<file path="src/cft_params.svh">
// timing, vector, field and frame constants of the fault and trace sequencer
// assumes inclusion by the sequencer and its frame writer only
//
// Functional notes
// - privileged ops in user state raise violation
// - trace bit at start traces after completion
// - no trace for untaken, illegal or privileged
// - no trace after reset, bus or address abort
// - trace goes before a pending interrupt
// - forced trap, then trace, then interrupt
// - bus error aborts cycle, starts exception at once
// - copy status, set supervisor, clear trace
// - stacked pc one to five words past start; here always one word
// - frame holds word, address, direction, flag, class
// - direction write 0 read 1; instruction 0
// - flag instruction for normal or group 2
// - resume at vector two; handler cleans stack
// - bus error in group 0 processing halts
// - only reset restarts a halted device
// - odd word, long or fetch address errors
// - address error reuses sequence, own vector
// - address error in group 0 processing halts
// - address error runs short aborted cycle first
// - early silicon also asserts both byte strobes
`ifndef CFT_PARAMS_SVH
`define CFT_PARAMS_SVH

`define CFT_ADDR_W 24
`define CFT_SW_TRACE_BIT 15
`define CFT_SW_SUPER_BIT 13
`define CFT_VEC_BUS_ERR 8'h02
`define CFT_VEC_ADDR_ERR 8'h03
`define CFT_VEC_NONE 8'h00
`define CFT_PC_ADVANCE 24'h000002
`define CFT_SHORT_CYC 2'h2
`define CFT_FRAME_LAST 3'h6
`define CFT_DESC_RW_BIT 4
`define CFT_DESC_IN_BIT 3
`define CFT_RW_WRITE 1'b0
`define CFT_RW_READ 1'b1
`define CFT_IN_INSTR 1'b0
`define CFT_IN_NOT 1'b1

`endif

</file>
<file path="src/cft_pkg.sv">
// types shared by the fault and trace sequencer files
// assumes nothing beyond compile order
package cft_pkg;

  // decoded class of the instruction about to run
  typedef enum logic [3:0] {
    OP_NORMAL, OP_STOP, OP_RESET, OP_RTE, OP_MOVE_TO_SW,
    OP_AND_IMM_SW, OP_EOR_IMM_SW, OP_OR_IMM_SW, OP_MOVE_USP, OP_ILLEGAL
  } cft_op_t;

  // exception handed to the core
  typedef enum logic [2:0] {
    EXC_NONE, EXC_PRIV, EXC_TRAP, EXC_TRACE, EXC_BUS_ERR, EXC_ADDR_ERR
  } cft_exc_t;

  typedef enum logic [2:0] {
    ST_RESET_EXC, ST_IDLE, ST_ABORT, ST_STACK, ST_VECTOR, ST_HALT
  } cft_state_t;

endpackage : cft_pkg

</file>
<file path="src/cft_frame_stack.sv">
// writes the seven-word group 0 frame, highest word first
// assumes the core predecrements the supervisor stack per write
`timescale 1ns/1ps
`include "cft_params.svh"

module cft_frame_stack (
  // clock and reset
  input logic i_sys_clk,
  input logic i_rst,
  // frame contents, word 0 at lowest address
  input logic i_start,
  input logic [7*16-1:0] i_words,
  // stack write port
  output logic o_we,
  output logic [2:0] o_idx,
  output logic [15:0] o_data,
  output logic o_done
);

  logic busy_reg, busy_next;
  logic [2:0] idx_reg, idx_next;
  logic we_next, done_next;
  logic [15:0] data_next;

  always_comb begin
    busy_next = busy_reg;
    idx_next = idx_reg;
    we_next = 1'b0;
    done_next = 1'b0;
    data_next = o_data;
    if (i_start) begin
      busy_next = 1'b1;
      idx_next = `CFT_FRAME_LAST;
    end else if (busy_reg) begin
      we_next = 1'b1;
      data_next = i_words[idx_reg*16 +: 16];
      if (idx_reg == 3'h0) begin
        busy_next = 1'b0;
        done_next = 1'b1;
      end else begin
        idx_next = idx_reg - 3'h1;
      end
    end
  end

  always_ff @(posedge i_sys_clk) begin
    if (i_rst) begin
      busy_reg <= 1'b0;
      idx_reg <= 3'h0;
      o_we <= 1'b0;
      o_idx <= 3'h0;
      o_data <= 16'h0000;
      o_done <= 1'b0;
    end else begin
      busy_reg <= busy_next;
      idx_reg <= idx_next;
      o_we <= we_next;
      o_idx <= idx_reg;
      o_data <= data_next;
      o_done <= done_next;
    end
  end

endmodule : cft_frame_stack

</file>
<file path="src/cft_exc_seq.sv">
// fault and trace exception sequencer of the processor core
// assumes core decode, bus engine and stack writer on i_sys_clk
`timescale 1ns/1ps
`include "cft_params.svh"

module cft_exc_seq #(
  parameter bit EARLY_MASK_STROBES = 1'b0
) (
  // clock and reset
  input logic i_sys_clk,
  input logic i_rst,
  // instruction flow from the core
  input logic i_instr_start,
  input cft_pkg::cft_op_t i_op_kind,
  input logic [15:0] i_instr_word,
  input logic [`CFT_ADDR_W-1:0] i_instr_pc,
  input logic i_instr_done,
  input logic i_instr_forced,
  input logic [15:0] i_processor_status_word,
  input logic i_grp1_active,
  input logic i_reset_exc_done,
  input logic i_exc_ack,
  // bus access in progress
  input logic i_bus_active,
  input logic [`CFT_ADDR_W-1:0] i_bus_addr,
  input logic i_bus_read,
  input logic i_bus_wide,
  input logic i_bus_fetch,
  input logic [2:0] i_bus_fc,
  input logic i_bus_err_n,
  // exception requests
  output logic o_exc_req,
  output cft_pkg::cft_exc_t o_exc_kind,
  output logic [7:0] o_exc_vector,
  output logic o_irq_allow,
  output logic o_halted,
  // status word update
  output logic o_sw_write,
  output logic [15:0] o_sw_value,
  // aborted and short bus cycle
  output logic o_abort_cycle,
  output logic o_address_valid_strobe,
  output logic o_upper_byte_strobe,
  output logic o_lower_byte_strobe,
  // frame stack writes
  output logic o_frame_we,
  output logic [2:0] o_frame_idx,
  output logic [15:0] o_frame_data
);

  ////////////////////////////////////////////////////////////////////////
  // bus error pin synchroniser

  logic berr_s1_reg, berr_s2_reg, berr_prev_reg;
  logic be_evt, ae_evt;

  always_ff @(posedge i_sys_clk) begin
    if (i_rst) begin
      berr_s1_reg <= 1'b0;
      berr_s2_reg <= 1'b0;
      berr_prev_reg <= 1'b0;
    end else begin
      berr_s1_reg <= ~i_bus_err_n;
      berr_s2_reg <= berr_s1_reg;
      berr_prev_reg <= berr_s2_reg;
    end
  end

  assign be_evt = berr_s2_reg & ~berr_prev_reg & i_bus_active;
  assign ae_evt = i_bus_active & (i_bus_wide | i_bus_fetch) & i_bus_addr[0];

  ////////////////////////////////////////////////////////////////////////
  // sequencer state

  cft_pkg::cft_state_t state_reg, state_next;
  logic [1:0] cnt_reg, cnt_next;
  logic trace_armed_reg, trace_armed_next;
  logic pend_priv_reg, pend_priv_next;
  logic pend_trap_reg, pend_trap_next;
  logic pend_trace_reg, pend_trace_next;
  logic busy_reg, busy_next;
  logic addr_err_reg, addr_err_next;
  logic frame_start_reg, frame_start_next;
  logic [15:0] cur_iw_reg, cur_iw_next;
  logic [`CFT_ADDR_W-1:0] cur_pc_reg, cur_pc_next;
  logic [15:0] desc_reg, desc_next;
  logic [`CFT_ADDR_W-1:0] fault_addr_reg, fault_addr_next;
  logic [15:0] sw_copy_reg, sw_copy_next;
  logic exc_req_next, irq_allow_next, halted_next, sw_write_next;
  logic abort_next, as_next, ub_next, lb_next;
  cft_pkg::cft_exc_t exc_kind_next;
  logic [7:0] vec_next;
  logic [15:0] sw_value_next;
  logic frame_done, grp0, user_priv;
  logic [7*16-1:0] frame_words;

  assign grp0 = (state_reg == cft_pkg::ST_RESET_EXC) || (state_reg == cft_pkg::ST_ABORT)
      || (state_reg == cft_pkg::ST_STACK) || (state_reg == cft_pkg::ST_VECTOR);
  assign user_priv = ~i_processor_status_word[`CFT_SW_SUPER_BIT]
      && (i_op_kind != cft_pkg::OP_NORMAL) && (i_op_kind != cft_pkg::OP_ILLEGAL);

  always_comb begin
    state_next = state_reg;
    cnt_next = cnt_reg;
    trace_armed_next = trace_armed_reg;
    pend_priv_next = pend_priv_reg;
    pend_trap_next = pend_trap_reg;
    pend_trace_next = pend_trace_reg;
    busy_next = busy_reg;
    addr_err_next = addr_err_reg;
    frame_start_next = 1'b0;
    cur_iw_next = cur_iw_reg;
    cur_pc_next = cur_pc_reg;
    desc_next = desc_reg;
    fault_addr_next = fault_addr_reg;
    sw_copy_next = sw_copy_reg;
    exc_req_next = o_exc_req;
    exc_kind_next = o_exc_kind;
    vec_next = o_exc_vector;
    halted_next = 1'b0;
    sw_write_next = 1'b0;
    sw_value_next = o_sw_value;
    abort_next = 1'b0;
    as_next = 1'b0;
    ub_next = 1'b0;
    lb_next = 1'b0;
    case (state_reg)
      cft_pkg::ST_RESET_EXC: begin
        if (be_evt || ae_evt) begin
          state_next = cft_pkg::ST_HALT;
        end else if (i_reset_exc_done) begin
          state_next = cft_pkg::ST_IDLE;
        end
      end
      cft_pkg::ST_IDLE: begin
        if (be_evt || ae_evt) begin
          abort_next = 1'b1;
          addr_err_next = ae_evt;
          trace_armed_next = 1'b0;
          pend_priv_next = 1'b0;
          pend_trap_next = 1'b0;
          pend_trace_next = 1'b0;
          busy_next = 1'b0;
          exc_req_next = 1'b0;
          sw_copy_next = i_processor_status_word;
          sw_write_next = 1'b1;
          sw_value_next = i_processor_status_word;
          sw_value_next[`CFT_SW_SUPER_BIT] = 1'b1;
          sw_value_next[`CFT_SW_TRACE_BIT] = 1'b0;
          fault_addr_next = i_bus_addr;
          desc_next = 16'h0000;
          desc_next[2:0] = i_bus_fc;
          desc_next[`CFT_DESC_RW_BIT] = i_bus_read ? `CFT_RW_READ : `CFT_RW_WRITE;
          desc_next[`CFT_DESC_IN_BIT] = i_grp1_active ? `CFT_IN_NOT : `CFT_IN_INSTR;
          if (ae_evt) begin
            state_next = cft_pkg::ST_ABORT;
            cnt_next = `CFT_SHORT_CYC;
          end else begin
            state_next = cft_pkg::ST_STACK;
            frame_start_next = 1'b1;
          end
        end else begin
          if (busy_reg) begin
            if (i_exc_ack) begin
              busy_next = 1'b0;
              exc_req_next = 1'b0;
              case (o_exc_kind)
                cft_pkg::EXC_PRIV: pend_priv_next = 1'b0;
                cft_pkg::EXC_TRAP: pend_trap_next = 1'b0;
                default: pend_trace_next = 1'b0;
              endcase
            end
          end else if (pend_priv_reg || pend_trap_reg || pend_trace_reg) begin
            busy_next = 1'b1;
            exc_req_next = 1'b1;
            vec_next = `CFT_VEC_NONE;
            if (pend_priv_reg) begin
              exc_kind_next = cft_pkg::EXC_PRIV;
            end else if (pend_trap_reg) begin
              exc_kind_next = cft_pkg::EXC_TRAP;
            end else begin
              exc_kind_next = cft_pkg::EXC_TRACE;
            end
          end
          if (i_instr_start) begin
            cur_iw_next = i_instr_word;
            cur_pc_next = i_instr_pc;
            trace_armed_next = i_processor_status_word[`CFT_SW_TRACE_BIT];
            if (user_priv || (i_op_kind == cft_pkg::OP_ILLEGAL)) begin
              trace_armed_next = 1'b0;
            end
            if (user_priv) begin
              pend_priv_next = 1'b1;
            end
          end else if (i_instr_done) begin
            if (i_instr_forced) begin
              pend_trap_next = 1'b1;
            end
            if (trace_armed_reg) begin
              pend_trace_next = 1'b1;
            end
            trace_armed_next = 1'b0;
          end
        end
      end
      cft_pkg::ST_ABORT: begin
        if (be_evt || ae_evt) begin
          state_next = cft_pkg::ST_HALT;
        end else if (cnt_reg == 2'h0) begin
          state_next = cft_pkg::ST_STACK;
          frame_start_next = 1'b1;
        end else begin
          as_next = 1'b1;
          ub_next = EARLY_MASK_STROBES;
          lb_next = EARLY_MASK_STROBES;
          cnt_next = cnt_reg - 2'h1;
        end
      end
      cft_pkg::ST_STACK: begin
        if (be_evt || ae_evt) begin
          state_next = cft_pkg::ST_HALT;
        end else if (frame_done) begin
          state_next = cft_pkg::ST_VECTOR;
          exc_req_next = 1'b1;
          exc_kind_next = addr_err_reg ? cft_pkg::EXC_ADDR_ERR : cft_pkg::EXC_BUS_ERR;
          vec_next = addr_err_reg ? `CFT_VEC_ADDR_ERR : `CFT_VEC_BUS_ERR;
        end
      end
      cft_pkg::ST_VECTOR: begin
        if (be_evt || ae_evt) begin
          state_next = cft_pkg::ST_HALT;
          exc_req_next = 1'b0;
        end else if (i_exc_ack) begin
          state_next = cft_pkg::ST_IDLE;
          exc_req_next = 1'b0;
        end
      end
      default: begin
        halted_next = 1'b1;
        exc_req_next = 1'b0;
      end
    endcase
    if (state_next == cft_pkg::ST_HALT) begin
      halted_next = 1'b1;
      exc_req_next = 1'b0;
    end
    irq_allow_next = (state_next == cft_pkg::ST_IDLE) && !pend_priv_next
        && !pend_trap_next && !pend_trace_next && !busy_next && !trace_armed_next;
  end

  always_ff @(posedge i_sys_clk) begin
    if (i_rst) begin
      state_reg <= cft_pkg::ST_RESET_EXC;
      cnt_reg <= 2'h0;
      trace_armed_reg <= 1'b0;
      pend_priv_reg <= 1'b0;
      pend_trap_reg <= 1'b0;
      pend_trace_reg <= 1'b0;
      busy_reg <= 1'b0;
      addr_err_reg <= 1'b0;
      frame_start_reg <= 1'b0;
      cur_iw_reg <= 16'h0000;
      cur_pc_reg <= 24'h000000;
      desc_reg <= 16'h0000;
      fault_addr_reg <= 24'h000000;
      sw_copy_reg <= 16'h0000;
      o_exc_req <= 1'b0;
      o_exc_kind <= cft_pkg::EXC_NONE;
      o_exc_vector <= `CFT_VEC_NONE;
      o_irq_allow <= 1'b0;
      o_halted <= 1'b0;
      o_sw_write <= 1'b0;
      o_sw_value <= 16'h0000;
      o_abort_cycle <= 1'b0;
      o_address_valid_strobe <= 1'b0;
      o_upper_byte_strobe <= 1'b0;
      o_lower_byte_strobe <= 1'b0;
    end else begin
      state_reg <= state_next;
      cnt_reg <= cnt_next;
      trace_armed_reg <= trace_armed_next;
      pend_priv_reg <= pend_priv_next;
      pend_trap_reg <= pend_trap_next;
      pend_trace_reg <= pend_trace_next;
      busy_reg <= busy_next;
      addr_err_reg <= addr_err_next;
      frame_start_reg <= frame_start_next;
      cur_iw_reg <= cur_iw_next;
      cur_pc_reg <= cur_pc_next;
      desc_reg <= desc_next;
      fault_addr_reg <= fault_addr_next;
      sw_copy_reg <= sw_copy_next;
      o_exc_req <= exc_req_next;
      o_exc_kind <= exc_kind_next;
      o_exc_vector <= vec_next;
      o_irq_allow <= irq_allow_next;
      o_halted <= halted_next;
      o_sw_write <= sw_write_next;
      o_sw_value <= sw_value_next;
      o_abort_cycle <= abort_next;
      o_address_valid_strobe <= as_next;
      o_upper_byte_strobe <= ub_next;
      o_lower_byte_strobe <= lb_next;
    end
  end

  ////////////////////////////////////////////////////////////////////////
  // group 0 frame

  logic [`CFT_ADDR_W-1:0] stacked_pc;
  // one word past the first word
  assign stacked_pc = cur_pc_reg + `CFT_PC_ADVANCE;
  // seven words, descriptor at index 0
  assign frame_words = {stacked_pc[15:0], 8'h00, stacked_pc[23:16], sw_copy_reg, cur_iw_reg,
      fault_addr_reg[15:0], 8'h00, fault_addr_reg[23:16], desc_reg};

  cft_frame_stack u_frame (
    .i_sys_clk(i_sys_clk),
    .i_rst(i_rst),
    .i_start(frame_start_reg),
    .i_words(frame_words),
    .o_we(o_frame_we),
    .o_idx(o_frame_idx),
    .o_data(o_frame_data),
    .o_done(frame_done)
  );
endmodule : cft_exc_seq

</file>
<file path="config.mk">
export PLATFORM = sky130hd
export DESIGN_NAME = cft_exc_seq
export DESIGN_NICKNAME = d
export VERILOG_FILES = /design/src/cft_pkg.sv /design/src/cft_frame_stack.sv /design/src/cft_exc_seq.sv
export VERILOG_INCLUDE_DIRS = /design/src /design/src/src
export SDC_FILE = /design/constraint.sdc
export NUM_CORES = 1
export LEC_CHECK = 0
export ABC_AREA = 1
export BUFFER_PORTS_ARGS = -buffer_cell sky130_fd_sc_hd__buf_2
export CORE_MARGIN = 2
export CORE_UTILIZATION = 30
export DETAILED_ROUTE_END_ITERATION = 7
export HOLD_SLACK_MARGIN = 0.02
export PLACE_DENSITY = 0.6
export RECOVER_POWER = 100
export SLEW_MARGIN = 20
export SYNTH_ARGS = -nofsm -noshare
export SYNTH_HDL_FRONTEND = slang
export SYNTH_SLANG_ARGS = --single-unit
</file>
<file path="constraint.sdc">
create_clock -name i_sys_clk -period 2.6 [get_ports i_sys_clk]
set_input_delay 0.52 -clock i_sys_clk [delete_from_list [all_inputs] [get_ports i_sys_clk]]
set_output_delay 0.52 -clock i_sys_clk [all_outputs]
set_load 0.02 [all_outputs]
</file>
==> results of run 1 <==
## cells in the final DEF (no fill, tap or decap), types with 9 or more instances in the layout
| cell type | instances |
|---|---|
| clkbuf_1 | 48 |
| inv_1 | 73 |
| o21ai_0 | 126 |
| nor2_1 | 219 |
| conb_1 | 9 |
| nand2_1 | 151 |
| a21oi_1 | 80 |
| dfxtp_1 | 135 |
| buf_2 | 98 |
| clkbuf_16 | 17 |
| nand3_1 | 37 |
## Yosys cell counts (all sizes together) (4+ instances only)
cell and instances:
clkbuf 27, nand4 6, nor2 221, nand3 38, o211ai 6, nor3 6, a31oi 4, buf 39
inv 76, nand2 151, a21oi 80, o21ai 126, ha 4, dfxtp 135
## worst max-delay path by stage
stage	from	to	slack, ns	cells past startpoint
after detailed placement	i_bus_active	cur_pc_reg[16]	0.41	9
after floorplan	i_bus_fetch	cur_iw_reg[14]	0.95	10
after global placement	i_bus_active	cur_pc_reg[1]	0.52	9
after CTS	u_frame.idx_reg[0]	u_frame.o_data[12]	0.63	6
final	berr_s2_reg	o_irq_allow	0.49	9
after global routing	berr_s2_reg	sw_copy_reg[6]	0.20	6
## metrics by stage
step           hold slack (ns)   util  setup slack, ns  power (mW)
6_report                 0.239  0.371            0.492        5.89
5_1_grt                  0.224  0.370            0.201        6.18
4_1_cts                  0.220  0.375            0.627        5.97
3_5_place_dp             0.408  0.345            0.406        3.29
3_3_place_gp             0.401  0.345            0.523        3.28
2_1_floorplan            0.388      -            0.946        3.01
## report_power, final
| group | total [mW] | leakage, nW | internal [mW] | switching (mW) |
|---|---|---|---|---|
| registers | 2.40 | 1.10 | 2.25 | 0.151 |
| clock network | 2.66 | 0.315 | 1.72 | 0.944 |
| logic | 0.825 | 1.81 | 0.278 | 0.547 |
| total | 5.89 | 3.22 | 4.25 | 1.64 |
## cell type report
type | instances | area, µm² | share of cell area
diodes | 1 | 2.50 | 0.000321
clock buffers | 18 | 439 | 0.0564
clock inverters | 13 | 204 | 0.0262
inverters | 78 | 293 | 0.0376
multi-input cells | 677 | 3060 | 0.393
flip-flops and latches | 135 | 2700 | 0.347
well taps | 275 | 344 | 0.0442
repair buffers | 154 | 741 | 0.0951
## layer usage
metal / global-route usage / wire length, µm / vias to the layer above
met5: 0 / 0 / -
met4: 0.0741 / 538 / 0
met3: 0.0418 / 1140 / 30
met2: 0.281 / 9030 / 197
met1: 0.246 / 9550 / 2921
li1: - / - / 3297
## cells by family (layout without fill, tap and decap cells)
kind of cell / after synthesis / after routing / share of synthesized area
compound gates: 233 / 233 / 0.193
xor+xnor: 3 / 3 / 0.00409
fa+ha+maj: 4 / 4 / 0.00779
buf+inv: 144 / 263 / 0.103
flops: 135 / 135 / 0.421
other cells: 1 / 10 / 0.000584
simple gates: 428 / 428 / 0.271
==> results.tsv, run 1 <==
stage	metric	value	unit
outcome	status	complete, but fails checks	
outcome	failing checks	max-capacitance violations, max-slew violations	
logic_synthesis	Synth top area share	0.421	
die	initial cell density of the core	0.305	
worst_setup_path	RR Startpoint	berr_s2_reg	
cts	htree depth	4	
placed_design	Buffers on Ports	145	
grt	first-pass GRT wire length	31500	µm
min_path	Hold EP	berr_s1_reg	
logic_synthesis	Cell Area, Synth	6420	µm²
grt	global route overflow	0	
cts	clk buf depth	2	
final_layout	final std cells w/o fill	1351	
logic_synthesis	Seq cells post-synth	135	
placed_design	Final HPWL DP	14900	µm
worst_setup_path	Max stage delay on crit path	0.47	ns
timing	number of setup violations in the final report	0	
power_and_ir_drop	maximum VDD drop	462	µV
job	max-cap viol count	1	
final_layout	Syn-to-layout area delta	21.3	%
worst_setup_path	FF-to-FF End	o_irq_allow	
worst_setup_path	Crit. End Element	flop	
cts	Inserted Clock Buffers	17	
die	Die Ht	150	µm
logic_synthesis	area leader, netlist	dfxtp_1	
worst_setup_path	worst path cell trace	nand3_1 -> nand2_1 -> nand2_1 -> clkbuf_2 -> nand3_1 -> nand2_1 -> nor2_1 -> nand4_1 -> nor2_1	
grt	largest net degree at the start of global routing	101	
min_path	min-delay src	i_bus_err_n	
timing	RSZ-0062 raised after global routing	false	
route	Pre-Repair DR Iteration Count	5	
final_layout	Filler Cell Count	2310	
worst_setup_path	crit-path max FO	32	
final_layout	final non-filler cell area	7790	µm²
route	Iteration-0 DRC Markers	405	
worst_setup_path	crit path DAT	2.47	ns
logic_synthesis	Synth Instances	948	
worst_setup_path	FF-to-FF setup slack	0.49	ns
logic_synthesis	Primary FF master, synth	dfxtp_1	
worst_setup_path	WS Path Type	reg -> reg	
die	full die area	22600	µm²
placed_design	placed insts	1319	
die	die width	150	µm
cts	Resized Gates After CTS	0	
die	Placeable Area	21000	µm²
cts	CTS tree	done	
logic_synthesis	register area share after synthesis	0.421	
power_and_ir_drop	LEAKAGE	3.22	nW
grt	vias in the first global route	5939	
die	IO Pins	155	
cts	clk sinks	135	
cts	clock-pin slew on the worst setup and hold paths	0.06	ns
logic_synthesis	Synth warnings	0	
worst_setup_path	crit path max-delay cell type	clkbuf_2	
route	DRT Wirelength	20300	µm
worst_setup_path	WP buf/inv	1	
timing	clock skew	0.00788	ns
worst_setup_path	Reg2Reg Depth	9	
logic_synthesis	Async SR Flop Fraction	0	
logic_synthesis	synth top area cells	dfxtp_1, nor2_1, o21ai_0, nand2_1, a21oi_1	
worst_setup_path	CP delay by family, top	simple AND/OR/NAND/NOR gates	
logic_synthesis	synth unique cells	38	
route	wire length per cell	15.0	µm
die	Site Rows	53	
worst_setup_path	Crit path required time	2.96	ns
grt	initial antenna violation count	0	
route	DRC	0	
route	vias	6445	
min_path	hold path cells	2	
grt	gr usage total	0.182	
worst_setup_path	Critical Path Start Type	flop	
timing	final period utilization	0.811	
cts	CTS Hold Bufs	0	
cts	root buf cell	clkbuf_16	
timing	FMAX	0.474	GHz
cts	postcts setup bufs	0	
placed_design	GP Congestion	0.880	
final_layout	share of post-route cells with drive strength above 1	0.136	
timing	Pins Over Slew Limit	35	
route	antenna-violating nets left	0	
logic_synthesis	synthesized area per cell	6.77	µm²
final_layout	Net count, final	1167	
worst_setup_path	Most Frequent Cell on Critical Path	nand2_1	
placed_design	placed cell areas	7240	µm²
timing	minimum clock period	2.11	ns
cts	Worst-Skew Late Latency	0.43	ns
timing	Setup TNS Final	0	ns
route	mean number of vias per cell	4.77	
power_and_ir_drop	pwr/cell area	756	nW/µm²
logic_synthesis	EDFF count, synth	0	
timing	final hold vios	0	
timing	Max-Slew Margin vs Limit	-0.100	
min_path	hold crit path type	in -> reg	
timing	Slew @ Worst Pin	1.65	ns
No activity file was read; power rests on OpenSTA's default activity.
==> run 2, diff against run 1 <==
--- a/config.mk
+++ b/config.mk
@@ -6,13 +6,13 @@
 export SDC_FILE = /design/constraint.sdc
 export NUM_CORES = 1
 export LEC_CHECK = 0
-export ABC_AREA = 1
+export ABC_AREA = 0
 export BUFFER_PORTS_ARGS = -buffer_cell sky130_fd_sc_hd__buf_2
 export CORE_MARGIN = 2
 export CORE_UTILIZATION = 30
 export DETAILED_ROUTE_END_ITERATION = 7
 export HOLD_SLACK_MARGIN = 0.02
-export PLACE_DENSITY = 0.6
+export PLACE_DENSITY = 0.62
 export RECOVER_POWER = 100
 export SLEW_MARGIN = 20
 export SYNTH_ARGS = -nofsm -noshare
==> constraint.sdc (replaced) <==
create_clock -name i_sys_clk -period 1.8 [get_ports i_sys_clk]
set_input_delay 0.36 -clock i_sys_clk [delete_from_list [all_inputs] [get_ports i_sys_clk]]
set_output_delay 0.36 -clock i_sys_clk [all_outputs]
set_load 0.02 [all_outputs]
==> results.tsv, run 2 <==
stage	metric	value	unit	change
outcome	status	complete, no violations		
power_and_ir_drop	Combinational Power Share	0.127		-0.013
power_and_ir_drop	part of the power in registers	0.428		+0.020
timing	RSZ-0062 raised after global routing	true		
placed_design	GP Congestion	0.896		+1.8%
job	max-cap viol count	0		-1
worst_setup_path	crit-path max FO	8		-75%
cts	Inserted Clock Buffers	17		unchanged
logic_synthesis	synth top area cells	dfxtp_1, nand2_1, a21oi_1, buf_4, nor2_1		
final_layout	commonest non-fill, non-tap cell in the layout	nand2_1		
grt	initial antenna violation count	1		+1
die	Die Ht	150	µm	-0.50%
placed_design	worst slack, placed	-0.0809	ns	-0.487 ns
final_layout	final non-filler cell area	8120	µm²	+4.2%
worst_setup_path	crit path DAT	2.02	ns	-0.45 ns
grt	largest net degree at the start of global routing	50		-50%
power_and_ir_drop	Clock power frac	0.445		-0.007
timing	clock skew	0.00933	ns	+0.00145 ns
route	Iteration-0 DRC Markers	324		-20%
cts	CTS Hold Bufs	0		unchanged
final_layout	Syn-to-layout area delta	27.7	%	
power_and_ir_drop	Internal	5.45	mW	+28%
logic_synthesis	Async SR Flop Fraction	0		unchanged
power_and_ir_drop	Sw Ratio	0.272		-0.00641
timing	final hold vios	0		unchanged
timing	Slew @ Worst Pin	0.808	ns	-0.842 ns
placed_design	Buffers on Ports	145		unchanged
route	DRC	0		unchanged
route	mean number of vias per cell	4.85		+1.6%
logic_synthesis	Cell Area, Synth	6360	µm²	-1.0%
die	die width	150	µm	-0.50%
power_and_ir_drop	pwr/cell area	923	nW/µm²	+22%
worst_setup_path	worst path cell trace	clkbuf_2 -> mux2_2 -> a221o_1 -> a21oi_1 -> nor3_1		
logic_synthesis	Synth Instances	784		-17%
placed_design	placed cell areas	7530	µm²	+4.0%
cts	root buf cell	clkbuf_16		
route	antenna-violating nets left	0		unchanged
power_and_ir_drop	P_sw	2.04	mW	+24%
grt	first-pass GRT wire length	29700	µm	-5.8%
worst_setup_path	FF-to-FF setup slack	0.08	ns	-0.41 ns
logic_synthesis	synthesized area per cell	8.11	µm²	+20%
route	vias	5962		-7.5%
final_layout	area occupied by multi-input gates	3290	µm²	+7.4%
timing	Pins Over Slew Limit	0		-100%
logic_synthesis	area leader, netlist	dfxtp_1		
min_path	hold crit path type	in -> reg		
final_layout	most frequent cells in the layout	nand2_1, dfxtp_1, a21oi_1		
worst_setup_path	Crit path required time	2.10	ns	-0.86 ns
timing	Max-Slew Margin vs Limit	0.461		+0.561
logic_synthesis	Primary FF master, synth	dfxtp_1		
cts	Worst-Skew Late Latency	0.42	ns	about the same
timing	final period utilization	0.957		+0.146
cts	clk sinks	135		unchanged
route	DRT Wirelength	19100	µm	-5.7%
placed_design	placed insts	1192		-9.6%
timing	minimum clock period	1.72	ns	-0.385 ns
timing	number of setup violations in the final report	0		unchanged
logic_synthesis	top cells by count, synth	nand2_1, dfxtp_1, a21oi_1		
final_layout	total area of sequential cells	2710	µm²	+0.42%
grt	global route overflow	0		unchanged
die	initial cell density of the core	0.304		-0.00118
timing	FMAX	0.581	GHz	+22%
die	Site Rows	53		unchanged
route	Pre-Repair DR Iteration Count	5		unchanged
timing	Setup TNS Final	0	ns	unchanged
power_and_ir_drop	maximum VDD drop	554	µV	+20%
final_layout	share of post-route cells with drive strength above 1	0.252		+0.116
power_and_ir_drop	LEAKAGE	3.03	nW	-6.0%
final_layout	Net count, final	1045		-10%
logic_synthesis	most frequent cell after synthesis	nand2_1		
worst_setup_path	Max stage delay on crit path	0.41	ns	-0.06 ns
grt	vias in the first global route	5655		-4.8%
timing	Hold Slack	0.0893	ns	-0.150 ns
logic_synthesis	register area share after synthesis	0.425		+0.00431
cts	clock-pin slew on the worst setup and hold paths	0.06	ns	about the same
grt	gr usage total	0.172		-0.0105
worst_setup_path	WS Path Type	reg -> reg		
route	wire length per cell	15.5	µm	+3.6%
final_layout	final std cells w/o fill	1230		-9.0%
die	Placeable Area	20900	µm²	-0.63%
cts	htree depth	4		unchanged
logic_synthesis	synth unique cells	67		+76%
logic_synthesis	EDFF count, synth	0		unchanged
die	full die area	22400	µm²	-0.99%
worst_setup_path	crit path max-delay cell type	dfxtp_1		
die	IO Pins	155		unchanged
cts	CTS tree	done		
cts	clk buf depth	2		unchanged
worst_setup_path	Critical Path Start Type	flop		
logic_synthesis	Seq cells post-synth	135		unchanged
logic_synthesis	Synth top area share	0.425		+0.00431
logic_synthesis	Synth warnings	0		unchanged
worst_setup_path	Crit. End Element	flop		
placed_design	Final HPWL DP	14200	µm	-4.8%
final_layout	Filler Cell Count	2192		-5.1%
timing	PnR worst setup slack	0.0774	ns	-0.415 ns
==> run 2: cell types whose count changed in the layout (fill, tap and decap cells not counted), sizes merged, moves of 11 or more <==
cell    change
o21ai     -102
xnor2      +15
a21oi      +27
nor2b      +16
inv        -64
nor2      -178
buf        +44
mux2       +11
nand2      +52
nand3      -29
clkbuf     +11
a211oi     +11
==> run 2: worst max-delay path, delay by kind of cell (launching register included) <==
kind,cells,cell delay (ns)
flip-flops,1,0.41
AO/OA/AOI/OAI,2,0.46
AND/OR/NAND/NOR,1,0.06
multiplexers,1,0.38
buffers and inverters,1,0.29
==> run 2: layout make-up <==
| type | count | share of cell area |
|---|---|---|
| Antenna cell | 1 | 0.000308 |
| Clock buffer | 19 | 0.0546 |
| Clock inverter | 13 | 0.0148 |
| Inverter | 9 | 0.00416 |
| Multi-Input combinational cell | 570 | 0.405 |
| Sequential cell | 135 | 0.334 |
| Tap cell | 275 | 0.0424 |
| Timing Repair Buffer | 208 | 0.145 |
==> run 2: what timing repair did <==
| item | CTS | global route |
|---|---|---|
| pin swaps | 0 | 7 |
| hold endpoints to repair | 0 | 0 |
| setup buffers | 2 | 3 |
| endpoints found under the setup margin | 6 | 20 |
| gates resized for setup | 3 | 20 |
| cloned | 0 | 0 |
==> run 2: power groups by stage <==
stage / clock network [mW] / logic, mW / registers [mW]
floorplan: 0 / 0.562 / 3.27
global placement: 0 / 0.952 / 3.27
detailed placement: 0 / 0.954 / 3.27
CTS: 3.42 / 0.974 / 3.20
global route: 3.55 / 1.05 / 3.22
finish: 3.34 / 0.951 / 3.21
==> run 2: cells by family after synthesis <==
family,Yosys count,synth area share
other,1,0.000590
buffers and inverters,87,0.0752
DFF,135,0.425
AOI/OAI and AO/OA,182,0.173
and+or+nand+nor,334,0.246
adders and majority gates,4,0.00787
muxes,19,0.0419
xor gates and xnor gates,22,0.0303
==> run 2: stage by stage <==
| stage | total power, mW | util |
|---|---|---|
| global route | 7.82 | 0.389 |
| CTS | 7.60 | 0.389 |
| detailed placement | 4.22 | 0.361 |
| floorplan | 3.83 | - |
| global placement | 4.22 | 0.361 |
| finish | 7.50 | 0.389 |
==> run 2: path summary, 6_finish.rpt <==
| check | start | cells after the start | to |
|---|---|---|---|
| min | i_bus_err_n | 2 | berr_s1_reg |
| min reg2reg | berr_s1_reg | 1 | berr_s2_reg |
| max | u_frame.idx_reg[0] | 5 | u_frame.o_data[14] |
| max reg2reg | u_frame.idx_reg[0] | 5 | u_frame.o_data[14] |
==> run 2: per-layer routing <==
| metal | vias to the layer above | part of all wire | track usage |
|---|---|---|---|
| met2 | 160 | 0.47 | 0.288 |
| met1 | 2793 | 0.46 | 0.219 |
| li1 | 2982 | - | - |
| met5 | - | 0 | 0 |
| met3 | 27 | 0.048 | 0.0332 |
| met4 | 0 | 0.026 | 0.0633 |
